--- src/design/acc_map.svh ---
// Offsets, field positions, reset values and codes of the comparator block
// Assumes inclusion by bare name from every design file that needs them
`ifndef ACC_MAP_SVH
`define ACC_MAP_SVH

// ==========================================================
// Register byte offsets
`define ACC_OFF_CTRL0      8'h00
`define ACC_OFF_CTRL1      8'h04
`define ACC_OFF_CTRL2      8'h08
`define ACC_OFF_CTRL3      8'h0C
`define ACC_OFF_STATUS     8'h10
`define ACC_OFF_AMP_ROUTE  8'h14

// ==========================================================
// Control register fields
`define ACC_BIT_ENABLE     7
`define ACC_BIT_IRQ_EN     6
`define ACC_BIT_SENSE_HI   5
`define ACC_BIT_SENSE_LO   4
`define ACC_BIT_AUX        3
`define ACC_BIT_NEG_HI     2
`define ACC_CTRL_RESET     8'h00
`define ACC_CTRL_WMASK_FULL 8'hFF
`define ACC_CTRL_WMASK_NARROW 8'hF7

// ==========================================================
// Status register fields
`define ACC_STAT_FLAG_LO   4
`define ACC_STAT_OUT_LO    0

// ==========================================================
// Sensitivity codes
`define ACC_SENSE_TOGGLE   2'h0
`define ACC_SENSE_RSVD     2'h1
`define ACC_SENSE_FALL     2'h2
`define ACC_SENSE_RISE     2'h3

// ==========================================================
// Negative input selector codes
`define ACC_NEG_REF_DIV640 3'h0
`define ACC_NEG_REF_DIV320 3'h1
`define ACC_NEG_REF_DIV213 3'h2
`define ACC_NEG_REF_DIV160 3'h3
`define ACC_NEG_BANDGAP    3'h4
`define ACC_NEG_CONVERTER  3'h5
`define ACC_NEG_PIN        3'h6
`define ACC_NEG_RSVD       3'h7

// ==========================================================
// Bus answers
`define ACC_RESP_OKAY      2'h0
`define ACC_RESP_SLVERR    2'h2

`endif

--- src/design/acc_pkg.sv ---
// Types shared by the comparator control block
// Assumes the map header for field widths only by convention
package acc_pkg;

  // ==========================================================
  // One channel's control byte, laid out as the register
  typedef struct packed {
    logic       enable;
    logic       irq_enable;
    logic [1:0] sense;
    logic       aux;
    logic [2:0] neg_sel;
  } acc_chan_cfg_type;

  // ==========================================================
  // Controls driven toward the analog cores
  typedef struct packed {
    logic [3:0]  enable;
    logic [11:0] neg_mux;
    logic [2:0]  amp_route;
    logic        clock_select;
  } acc_ana_ctrl_type;

endpackage

--- src/design/acc_sync.sv ---
// Three-stage synchroniser with agreement filter
// Assumes asynchronous inputs from the analog comparator cores
`timescale 1ns/1ps
module acc_sync #(
  parameter int WIDTH = 4
) (
  input  wire logic             core_clk,
  input  wire logic             reset,
  input  wire logic [WIDTH-1:0] async_in,
  output logic      [WIDTH-1:0] sync_out
);

  logic [WIDTH-1:0] s1_q;
  logic [WIDTH-1:0] s2_q;
  logic [WIDTH-1:0] s3_q;
  logic [WIDTH-1:0] agree;

  // Change is accepted once stages two and three match
  assign agree = ~(s2_q ^ s3_q);

  // Synchroniser chain and filtered output
  always_ff @(posedge core_clk or posedge reset) begin
    if (reset) begin
      s1_q     <= '0;
      s2_q     <= '0;
      s3_q     <= '0;
      sync_out <= '0;
    end else begin
      s1_q     <= async_in;
      s2_q     <= s1_q;
      s3_q     <= s2_q;
      sync_out <= (agree & s3_q) | (~agree & sync_out);
    end
  end

endmodule

--- src/design/acc_chan.sv ---
// One comparator channel: gated output, edge detect and sticky flag
// Assumes a synchronised comparator level on the same clock
`timescale 1ns/1ps
`include "acc_map.svh"
module acc_chan (
  input  wire logic                      core_clk,
  input  wire logic                      reset,
  input  wire acc_pkg::acc_chan_cfg_type cfg,
  input  wire logic                      level_in,
  input  wire logic                      clear,
  output logic                           out_bit_q,
  output logic                           flag_q
);
  import acc_pkg::*;

  logic prev_q;
  logic rise;
  logic fall;
  logic event_hit;
  logic prev_d;
  logic out_d;
  logic flag_d;

  // Edge terms and event selection by sensitivity
  assign rise = level_in & ~prev_q;
  assign fall = ~level_in & prev_q;
  assign event_hit = cfg.enable &
      (((cfg.sense == `ACC_SENSE_TOGGLE) & (rise | fall)) |
       ((cfg.sense == `ACC_SENSE_FALL)   & fall) |
       ((cfg.sense == `ACC_SENSE_RISE)   & rise));
  // Disabled channel reads zero and tracks level silently
  assign out_d  = cfg.enable & level_in;
  assign prev_d = level_in;
  // Set wins over clear
  assign flag_d = event_hit | (flag_q & ~clear);

  // Channel state
  always_ff @(posedge core_clk or posedge reset) begin
    if (reset) begin
      prev_q    <= 1'b0;
      out_bit_q <= 1'b0;
      flag_q    <= 1'b0;
    end else begin
      prev_q    <= prev_d;
      out_bit_q <= out_d;
      flag_q    <= flag_d;
    end
  end

endmodule

--- src/design/acc_top.sv ---
// Comparator control block: registers, four channels, bus slave
// Assumes AXI4-Lite master on core_clk and async comparator core outputs
`timescale 1ns/1ps
`include "acc_map.svh"

module acc_top (
  input  wire logic                     core_clk,
  input  wire logic                     reset,
  // AXI4-Lite slave
  input  wire logic [7:0]               s_axi_awaddr,
  input  wire logic                     s_axi_awvalid,
  output logic                          s_axi_awready,
  input  wire logic [31:0]              s_axi_wdata,
  input  wire logic [3:0]               s_axi_wstrb,
  input  wire logic                     s_axi_wvalid,
  output logic                          s_axi_wready,
  output logic [1:0]                    s_axi_bresp,
  output logic                          s_axi_bvalid,
  input  wire logic                     s_axi_bready,
  input  wire logic [7:0]               s_axi_araddr,
  input  wire logic                     s_axi_arvalid,
  output logic                          s_axi_arready,
  output logic [31:0]                   s_axi_rdata,
  output logic [1:0]                    s_axi_rresp,
  output logic                          s_axi_rvalid,
  input  wire logic                     s_axi_rready,
  // Analog side
  input  wire logic [3:0]               cmp_raw,
  output acc_pkg::acc_ana_ctrl_type     ana_ctrl,
  // Interrupts and triggers
  output logic [3:0]                    cmp_irq,
  input  wire logic [3:0]               cmp_irq_ack,
  output logic [3:0]                    conv_trigger,
  output logic                          timer_capture_in
);
  import acc_pkg::*;

  // ==========================================================
  // Registers
  acc_chan_cfg_type ctrl_q [4];
  logic [2:0]       amp_route_q;
  logic [3:0]       cmp_level;
  logic [3:0]       out_bit;
  logic [3:0]       flag;
  logic [3:0]       flag_clear;

  // ==========================================================
  // Write channel state
  logic       have_aw_q;
  logic       have_w_q;
  logic [7:0] aw_addr_q;
  logic [7:0] w_data_q;
  logic       w_lane0_q;
  logic       aw_hs;
  logic       w_hs;
  logic       aw_ok;
  logic       w_ok;
  logic       do_write;
  logic [7:0] wr_addr;
  logic [7:0] wr_data;
  logic       wr_lane0;
  logic       wr_mapped;
  logic       have_aw_d;
  logic       have_w_d;
  logic       bvalid_d;

  // Handshakes and merged write request
  assign aw_hs    = s_axi_awvalid & s_axi_awready;
  assign w_hs     = s_axi_wvalid & s_axi_wready;
  assign aw_ok    = have_aw_q | aw_hs;
  assign w_ok     = have_w_q | w_hs;
  assign do_write = aw_ok & w_ok & ~s_axi_bvalid;
  assign wr_addr  = have_aw_q ? aw_addr_q : s_axi_awaddr;
  assign wr_data  = have_w_q ? w_data_q : s_axi_wdata[7:0];
  assign wr_lane0 = have_w_q ? w_lane0_q : s_axi_wstrb[0];
  assign have_aw_d = aw_ok & ~do_write;
  assign have_w_d  = w_ok & ~do_write;
  assign bvalid_d  = do_write | (s_axi_bvalid & ~s_axi_bready);

  // Write address decode
  logic [3:0] wr_ctrl_sel;
  logic       wr_status_sel;
  logic       wr_amp_sel;
  assign wr_ctrl_sel[0] = do_write & wr_lane0 & (wr_addr == `ACC_OFF_CTRL0);
  assign wr_ctrl_sel[1] = do_write & wr_lane0 & (wr_addr == `ACC_OFF_CTRL1);
  assign wr_ctrl_sel[2] = do_write & wr_lane0 & (wr_addr == `ACC_OFF_CTRL2);
  assign wr_ctrl_sel[3] = do_write & wr_lane0 & (wr_addr == `ACC_OFF_CTRL3);
  assign wr_status_sel = do_write & wr_lane0 &
                         (wr_addr == `ACC_OFF_STATUS);
  assign wr_amp_sel = do_write & wr_lane0 &
                      (wr_addr == `ACC_OFF_AMP_ROUTE);
  assign wr_mapped = (wr_addr == `ACC_OFF_CTRL0) |
                     (wr_addr == `ACC_OFF_CTRL1) |
                     (wr_addr == `ACC_OFF_CTRL2) |
                     (wr_addr == `ACC_OFF_CTRL3) |
                     (wr_addr == `ACC_OFF_STATUS) |
                     (wr_addr == `ACC_OFF_AMP_ROUTE);

  // Write-one clears from software, service acknowledge clears too
  assign flag_clear = ({4{wr_status_sel}} &
                       wr_data[`ACC_STAT_FLAG_LO +: 4]) | cmp_irq_ack;

  // Write channel sequencing
  always_ff @(posedge core_clk or posedge reset) begin
    if (reset) begin
      have_aw_q     <= 1'b0;
      have_w_q      <= 1'b0;
      aw_addr_q     <= 8'h00;
      w_data_q      <= 8'h00;
      w_lane0_q     <= 1'b0;
      s_axi_awready <= 1'b0;
      s_axi_wready  <= 1'b0;
      s_axi_bvalid  <= 1'b0;
      s_axi_bresp   <= `ACC_RESP_OKAY;
    end else begin
      have_aw_q     <= have_aw_d;
      have_w_q      <= have_w_d;
      if (aw_hs) begin
        aw_addr_q <= s_axi_awaddr;
      end
      if (w_hs) begin
        w_data_q  <= s_axi_wdata[7:0];
        w_lane0_q <= s_axi_wstrb[0];
      end
      s_axi_awready <= ~have_aw_d & ~bvalid_d;
      s_axi_wready  <= ~have_w_d & ~bvalid_d;
      s_axi_bvalid  <= bvalid_d;
      if (do_write) begin
        s_axi_bresp <= wr_mapped ? `ACC_RESP_OKAY : `ACC_RESP_SLVERR;
      end
    end
  end

  // Control and route registers; channels 2 and 3 keep bit 3 at zero
  always_ff @(posedge core_clk or posedge reset) begin
    if (reset) begin
      for (int i = 0; i < 4; i++) begin
        ctrl_q[i] <= `ACC_CTRL_RESET;
      end
      amp_route_q <= 3'h0;
    end else begin
      for (int i = 0; i < 4; i++) begin
        if (wr_ctrl_sel[i]) begin
          ctrl_q[i] <= wr_data & ((i < 2) ? `ACC_CTRL_WMASK_FULL :
                                  `ACC_CTRL_WMASK_NARROW);
        end
      end
      if (wr_amp_sel) begin
        amp_route_q <= wr_data[2:0];
      end
    end
  end

  // ==========================================================
  // Channels
  acc_sync #(
    .WIDTH (4)
  ) u_sync (
    .core_clk (core_clk),
    .reset    (reset),
    .async_in (cmp_raw),
    .sync_out (cmp_level)
  );

  for (genvar g = 0; g < 4; g++) begin : g_chan
    acc_chan u_chan (
      .core_clk  (core_clk),
      .reset     (reset),
      .cfg       (ctrl_q[g]),
      .level_in  (cmp_level[g]),
      .clear     (flag_clear[g]),
      .out_bit_q (out_bit[g]),
      .flag_q    (flag[g])
    );
  end

  // ==========================================================
  // Read channel
  logic        ar_hs;
  logic        rvalid_d;
  logic [7:0]  rd_byte;
  logic        rd_mapped;
  logic [7:0]  status_word;

  assign ar_hs       = s_axi_arvalid & s_axi_arready;
  assign rvalid_d    = ar_hs | (s_axi_rvalid & ~s_axi_rready);
  assign status_word = {flag, out_bit};
  // Read select
  assign rd_mapped = (s_axi_araddr == `ACC_OFF_CTRL0) |
                     (s_axi_araddr == `ACC_OFF_CTRL1) |
                     (s_axi_araddr == `ACC_OFF_CTRL2) |
                     (s_axi_araddr == `ACC_OFF_CTRL3) |
                     (s_axi_araddr == `ACC_OFF_STATUS) |
                     (s_axi_araddr == `ACC_OFF_AMP_ROUTE);
  assign rd_byte =
      (s_axi_araddr == `ACC_OFF_CTRL0)     ? ctrl_q[0] :
      (s_axi_araddr == `ACC_OFF_CTRL1)     ? ctrl_q[1] :
      (s_axi_araddr == `ACC_OFF_CTRL2)     ? ctrl_q[2] :
      (s_axi_araddr == `ACC_OFF_CTRL3)     ? ctrl_q[3] :
      (s_axi_araddr == `ACC_OFF_STATUS)    ? status_word :
      (s_axi_araddr == `ACC_OFF_AMP_ROUTE) ? {5'h00, amp_route_q} :
      8'h00;

  // Read answer registers
  always_ff @(posedge core_clk or posedge reset) begin
    if (reset) begin
      s_axi_arready <= 1'b0;
      s_axi_rvalid  <= 1'b0;
      s_axi_rdata   <= 32'h0000_0000;
      s_axi_rresp   <= `ACC_RESP_OKAY;
    end else begin
      s_axi_arready <= ~rvalid_d;
      s_axi_rvalid  <= rvalid_d;
      if (ar_hs) begin
        s_axi_rdata <= {24'h00_0000, rd_byte};
        s_axi_rresp <= rd_mapped ? `ACC_RESP_OKAY : `ACC_RESP_SLVERR;
      end
    end
  end

  // ==========================================================
  // Analog controls, interrupts, triggers and capture
  acc_ana_ctrl_type ana_d;
  assign ana_d.enable = {ctrl_q[3].enable, ctrl_q[2].enable,
                         ctrl_q[1].enable, ctrl_q[0].enable};
  assign ana_d.neg_mux = {ctrl_q[3].neg_sel, ctrl_q[2].neg_sel,
                          ctrl_q[1].neg_sel, ctrl_q[0].neg_sel};
  assign ana_d.amp_route = amp_route_q;
  assign ana_d.clock_select = ctrl_q[0].aux;

  logic [3:0] irq_en;
  assign irq_en = {ctrl_q[3].irq_enable, ctrl_q[2].irq_enable,
                   ctrl_q[1].irq_enable, ctrl_q[0].irq_enable};

  // Output flops toward the analog cores, timer and converters
  always_ff @(posedge core_clk or posedge reset) begin
    if (reset) begin
      ana_ctrl         <= '0;
      cmp_irq          <= 4'h0;
      conv_trigger     <= 4'h0;
      timer_capture_in <= 1'b0;
    end else begin
      ana_ctrl         <= ana_d;
      cmp_irq          <= flag & irq_en;
      conv_trigger     <= flag;
      timer_capture_in <= ctrl_q[1].aux & out_bit[1];
    end
  end

endmodule

--- config.mk ---
export PLATFORM = sky130hd
export DESIGN_NAME = acc_top
export DESIGN_NICKNAME = d
export VERILOG_FILES = /design/src/design/acc_pkg.sv /design/src/design/acc_sync.sv /design/src/design/acc_chan.sv /design/src/design/acc_top.sv
export VERILOG_INCLUDE_DIRS = /design/src /design/src/design
export SDC_FILE = /design/constraint.sdc
export NUM_CORES = 1
export LEC_CHECK = 0
export BUFFER_PORTS_ARGS = -buffer_cell sky130_fd_sc_hd__buf_2
export CORE_ASPECT_RATIO = 0.7
export CORE_MARGIN = 2
export CORE_UTILIZATION = 57
export CTS_CLUSTER_SIZE = 25
export DETAILED_ROUTE_END_ITERATION = 8
export PLACE_DENSITY_LB_ADDON = 0.3
export SETUP_SLACK_MARGIN = 0.05
export SYNTH_ARGS = -nofsm -noshare
export SYNTH_HDL_FRONTEND = slang
export SYNTH_SLANG_ARGS = --single-unit
--- constraint.sdc ---
create_clock -name core_clk -period 6.5 [get_ports core_clk]
set_clock_uncertainty 0.15 [all_clocks]
set_input_delay 1.3 -clock core_clk [delete_from_list [all_inputs] [get_ports core_clk]]
set_output_delay 1.3 -clock core_clk [all_outputs]
set_load 0.02 [all_outputs]
# Yosys cells after proc, flatten, opt, wreduce, memory -nomap -nowiden
# Index checks and enable logic that the tools add are counted.
dict set report totals {
  elab_cells 200
  in_bits 67
  ff_bits 126
}
dict set report classes {
  n_mux 11
  eq_ne 18
  bitwise_logic 110
  n_reduce_logical 6
}
# cell n
set op_table {}
lappend op_table {{8-bit two-way mux} 7}
lappend op_table {{1-bit bitwise AND} 51}
lappend op_table {{8-bit by 4-bit == test with 1-bit output (second input constant)} 4}
lappend op_table {{8-bit by 5-bit == test with 1-bit output (second input constant)} 4}
lappend op_table {{1-bit OR} 30}
lappend op_table {{1-bit inverter} 20}
lappend op_table {{4-bit bitwise AND} 4}
lappend op_table {{2-bit == test (second input constant)} 8}
lappend op_table {{8-bit by 3-bit == test with 1-bit output (second input constant)} 2}
lappend op_table {{8-bit logical NOT} 2}
lappend op_table {{2-bit logical NOT} 4}
lappend op_table {{4-bit inverter} 2}
lappend op_table {{4-bit OR} 2}
lappend op_table {{2-bit two-way mux} 2}
lappend op_table {{4-bit bitwise XOR} 1}
lappend op_table {{3-bit two-way mux} 1}
lappend op_table {{1-bit two-way mux} 1}

# Logic depth before layout (Yosys ltp)
dict set report logic_depth {
  ltp_word 11
  ltp_mapped 7
  mapped_depth_nobuf 7
}

# Hierarchy
# A second synthesis with hierarchy kept.
dict set report unflattened {
  cells_unflattened 414
  area_unflattened_um2 5315.1
}
# module cells_each area_per_inst_um2 instances
set by_module_without_submodules {}
lappend by_module_without_submodules {acc_top 333 4260.3 1}
lappend by_module_without_submodules {acc_chan 15 151.4 4}
lappend by_module_without_submodules {acc_sync 21 449.2 1}

# Worst setup path after synthesis
# Ideal clock, no wire load.
dict set report synth_timing {
  path_kind {input-to-reg}
  startpoint {input s_axi_awaddr[2]}
  endpoint {register ctrl_q (netlist bit ana_d[0])}
  n_path_buf 0
  slack_ns 3.497
  stages 5
  t_arrival_ns 2.728
  setup_time_ns 0.125
  path_cell_list {mux2i_2 -> inv_1 -> or3_1 -> nor2_4 -> mux2_2}
}
dict set report synth_via {
  elab_chain_len 3
}
# element line
set synth_lines {}
lappend synth_lines {{start, declared} acc_top.sv:10} ;# input wire logic [7:0] s_axi_awaddr,
lappend synth_lines {{8-bit two-way mux} acc_top.sv:73} ;# assign wr_addr = have_aw_q ? aw_addr_q : s_axi_awaddr;
lappend synth_lines {{8-bit logical NOT (no source line)} -}
lappend synth_lines {{1-bit bitwise AND} acc_top.sv:84} ;# assign wr_ctrl_sel[0] = do_write & wr_lane0 & (wr_addr == `ACC_OFF_CTRL0);
lappend synth_lines {{end signal, assigned by index} acc_top.sv:138} ;# ctrl_q[i] <= `ACC_CTRL_RESET;
lappend synth_lines {{end signal, assigned by index} acc_top.sv:144} ;# ctrl_q[i] <= wr_data & ((i < 2) ? `ACC_CTRL_WMASK_FULL :
lappend synth_lines {{end, declared} acc_top.sv:40} ;# acc_chan_cfg_type ctrl_q [4];
# No other way between the ends.
# A chain may end at the register's enable or synchronous reset.

# Worst setup path after layout
dict set report layout_timing {
  startpoint {input s_axi_awvalid}
  endpoint {register ctrl_q[19] in the netlist's numbering}
}
dict set report layout_via {
  elab_chain_len 6
}
# element line
set layout_lines {}
lappend layout_lines {{start, declared} acc_top.sv:11} ;# input wire logic s_axi_awvalid,
lappend layout_lines {{1-bit bitwise AND} acc_top.sv:68} ;# assign aw_hs = s_axi_awvalid & s_axi_awready;
lappend layout_lines {{1-bit OR} acc_top.sv:70} ;# assign aw_ok = have_aw_q | aw_hs;
lappend layout_lines {{1-bit bitwise AND (2 in a row)} acc_top.sv:72} ;# assign do_write = aw_ok & w_ok & ~s_axi_bvalid;
lappend layout_lines {{1-bit bitwise AND (2 in a row)} acc_top.sv:85} ;# assign wr_ctrl_sel[1] = do_write & wr_lane0 & (wr_addr == `ACC_OFF_CTRL1);
# No other way between the ends.

==> impl_metrics.py <==
metrics = {
    "status": {
        "status": "finished, final reports clean",
    },
    "clock_network": {
        "clockBufferDepth": 2,
        "cts-root-buf": "clkbuf_16",
        "cts.sinks": 124,
        "post_cts_buffers": 0,
        "cts_tree": "done",
        "cts_buffers": 17,
        "hold_buffers": 0,
        "cts_resized": 0,
        "clk_pin_slew_ps": 50,
        "h-tree-depth": 4,
        "clkLatencyLatePin_ps": 410,
    },
    "floorplan": {
        "die_area_um2": 9890,
        "die_w_um": 118,
        "pin_count": 137,
        "die_h_um": 83.8,
        "initial_core_util": 0.579,
        "rows": 29,
        "core_um2": 8960,
    },
    "drt": {
        "met1_length_um": 4680,
        "route.met3.wl_um": 529,
        "top_layer": "met4",
        "route.final.wire_length_um": 10000,
        "wl_per_cell_um": 16.3,
        "ant_nets": 0,
        "drt_iter0_drc": 203,
        "drt_pre_antenna_iters": 4,
        "vias": 3189,
        "viasPerCell": 5.16,
        "drc": 0,
        "wl_met2_um": 4700,
    },
    "finish": {
        "nNetsFinal": 557,
        "regArea_um2": 3100,
        "fin_cells": 618,
        "area_growth_pct": 19.7,
        "multi_input_area_um2": 1880,
        "layout-drive-gt1-share": 0.387,
        "fin_area_um2": 6200,
        "antennaDiodeCount": 0,
        "fillers": 670,
    },
    "critical_path": {
        "crit_arrival_ps": 3210,
        "reg2reg_from": "have_w_q",
        "path_buf_inv": 1,
        "crit_chain": "buf_2 -> a21oi_1 -> nor3_2 -> nand3_4 -> nor4_4 -> mux2_2",
        "crit_start": "s_axi_awvalid",
        "cp_slowest_stage_delay_ps": 600,
        "worstSetupEndpointType": "flop",
        "crit_path_top_delay_cell": "nor4_4",
        "crit_type": "in -> reg",
        "cpLargestDelayFamily": "simple AND/OR/NAND/NOR gates",
        "critPathMaxFanout": 8,
        "required_ps": 6640,
        "startpoint_type": "input port",
        "rrSetupSlack_ps": 3760,
    },
    "synth": {
        "synth.distinct_cells": 43,
        "synth.most_common_cell": "dfrtp_1",
        "postSynthCellCount": 388,
        "synth_area_leader_cell": "dfrtp_1",
        "synth_ff_type": "dfrtp_1",
        "synth_seq_area_share": 0.598,
        "ys_async_sr_fraction": 1.00,
        "ys_ff_latch": 124,
        "yosysTopAreaCellShare": 0.598,
        "yosys-top-cells-count": "124 x dfrtp_1, 65 x mux2_2, 26 x buf_4",
        "synth-edff-count": 0,
        "avgSynthCellArea_um2": 13.4,
        "synthesis.area_um2": 5180,
        "yosysWarnings": 0,
        "synth_area_leaders": "dfrtp_1 60%, mux2_2 14%, buf_4 3.8%",
    },
    "timing": {
        "fin_crit_sh": 0.472,
        "tightestPinTransition_ps": 776,
        "rsz0062_at_grt": "no",
        "whs_ps": 196,
        "setup_viol": 0,
        "finalCriticalPeriod_ps": 3070,
        "slew_violations": 0,
        "hold_viol": 0,
        "setup-tns-final_ps": 0,
        "fmax_mhz": 326,
        "max_slew_margin": 0.483,
    },
    "hold_path": {
        "hp-start": "u_sync.s1_q[0]",
        "min_path_type": "reg -> reg",
    },
    "power": {
        "max-vdd-ir-drop_v": 0.000185,
        "p_leak_nw": 3.13,
        "total_power_w": 0.00232,
        "power_density_nw_per_um2": 373,
    },
    "placement": {
        "dp_hpwl_um": 6690,
        "gp_congestion": 0.795,
        "port_buffers": 83,
        "dp.cells": 587,
        "placed_area_um2": 5630,
    },
    "global_route": {
        "grt_first_pass_wirelength_um": 16500,
        "grt_max_degree": 66,
        "antenna_found_initial": 0,
        "grt_overflow": 0,
        "grt_pass1_vias": 3190,
        "track_usage": 0.223,
    },
    "run": {
        "cap_violations": 0,
    },
}
-- area by class of cell --
class,count,share of cell area
clock buffers,24,0.0792
clock inverters,7,0.0141
inverters,16,0.0101
multi-input cells,239,0.303
flip-flops and latches,124,0.500
well taps,124,0.0250
repair buffers,84,0.0682
-- metrics by stage --
step            util  worst slack [ps]
6_report       0.692              3430
4_1_cts        0.692              3420
2_1_floorplan      -              1750
5_1_grt        0.692              3300
3_5_place_dp   0.628              2990
3_3_place_gp   0.628              3020
-- flip-flops by register name (all words and copies together), names as in the netlist, 3 cells and up, named ones only --
name / cells
g_chan.u_chan.flag_q: 4
cmp_irq: 4
ana_ctrl: 20
amp_route_q: 3
ctrl_q: 13
s_axi_rdata: 8
g_chan.u_chan.out_bit_q: 4
aw_addr_q: 8
u_sync.s2_q: 4
g_chan.u_chan.prev_q: 4
u_sync.s3_q: 4
u_sync.s1_q: 4
ana_d: 17
conv_trigger: 4
w_data_q: 8
-- layer usage --
layer	GRT usage	vias to the layer above
li1	-	1492
met1	0.307	1584
met4	0.0767	0
met3	0.0717	14
met5	0	-
met2	0.340	99
-- logic make-up (layout without fill, tap and decap cells) --
family          count (synthesis)  in the layout  share of synthesized area
fa+ha+maj                      12             12                     0.0270
flops                         124            124                      0.598
mux                            79             79                      0.176
simple gates                   79             79                     0.0876
buf+inv                        50            131                     0.0567
compound gates                 43             43                     0.0533
other cells                     1             26                   0.000723
-- path summary, 6_finish.rpt --
check,end,cells past startpoint
min reg2reg,u_sync.s2_q[0],0
min,u_sync.s2_q[0],0
max in group asynchronous,ctrl_q[6],3
max reg2reg,ctrl_q[19],5
min in group asynchronous,ana_ctrl[6],2
max,ctrl_q[19],6
-- cells in the final DEF (no fill, tap or decap), types with 3 or more instances in the layout --
cell type	netlist	layout
dfrtp_1	124	124
buf_2	1	83
mux2_2	65	65
conb_1	1	26
nand2_1	21	21
nor2_1	18	18
clkbuf_16	0	17
inv_1	16	15
a21oi_1	14	14
mux2i_1	10	10
o21ai_0	9	9
nor2b_1	8	8
and2_1	8	8
ha_1	8	8
o31ai_1	7	7
nor3_1	6	6
maj3_1	4	4
clkinv_2	0	4
clkbuf_8	0	4
mux4_2	3	3
a21o_1	3	3
nand2b_1	3	3
clkbuf_1	5	3
-- where the power goes --
part	internal (W)	switching, W
logic	0.000181	0.000231
registers	0.000898	0.0000927
clock network	0.000599	0.000314
Note: power is estimated with default switching activity, not from simulation.
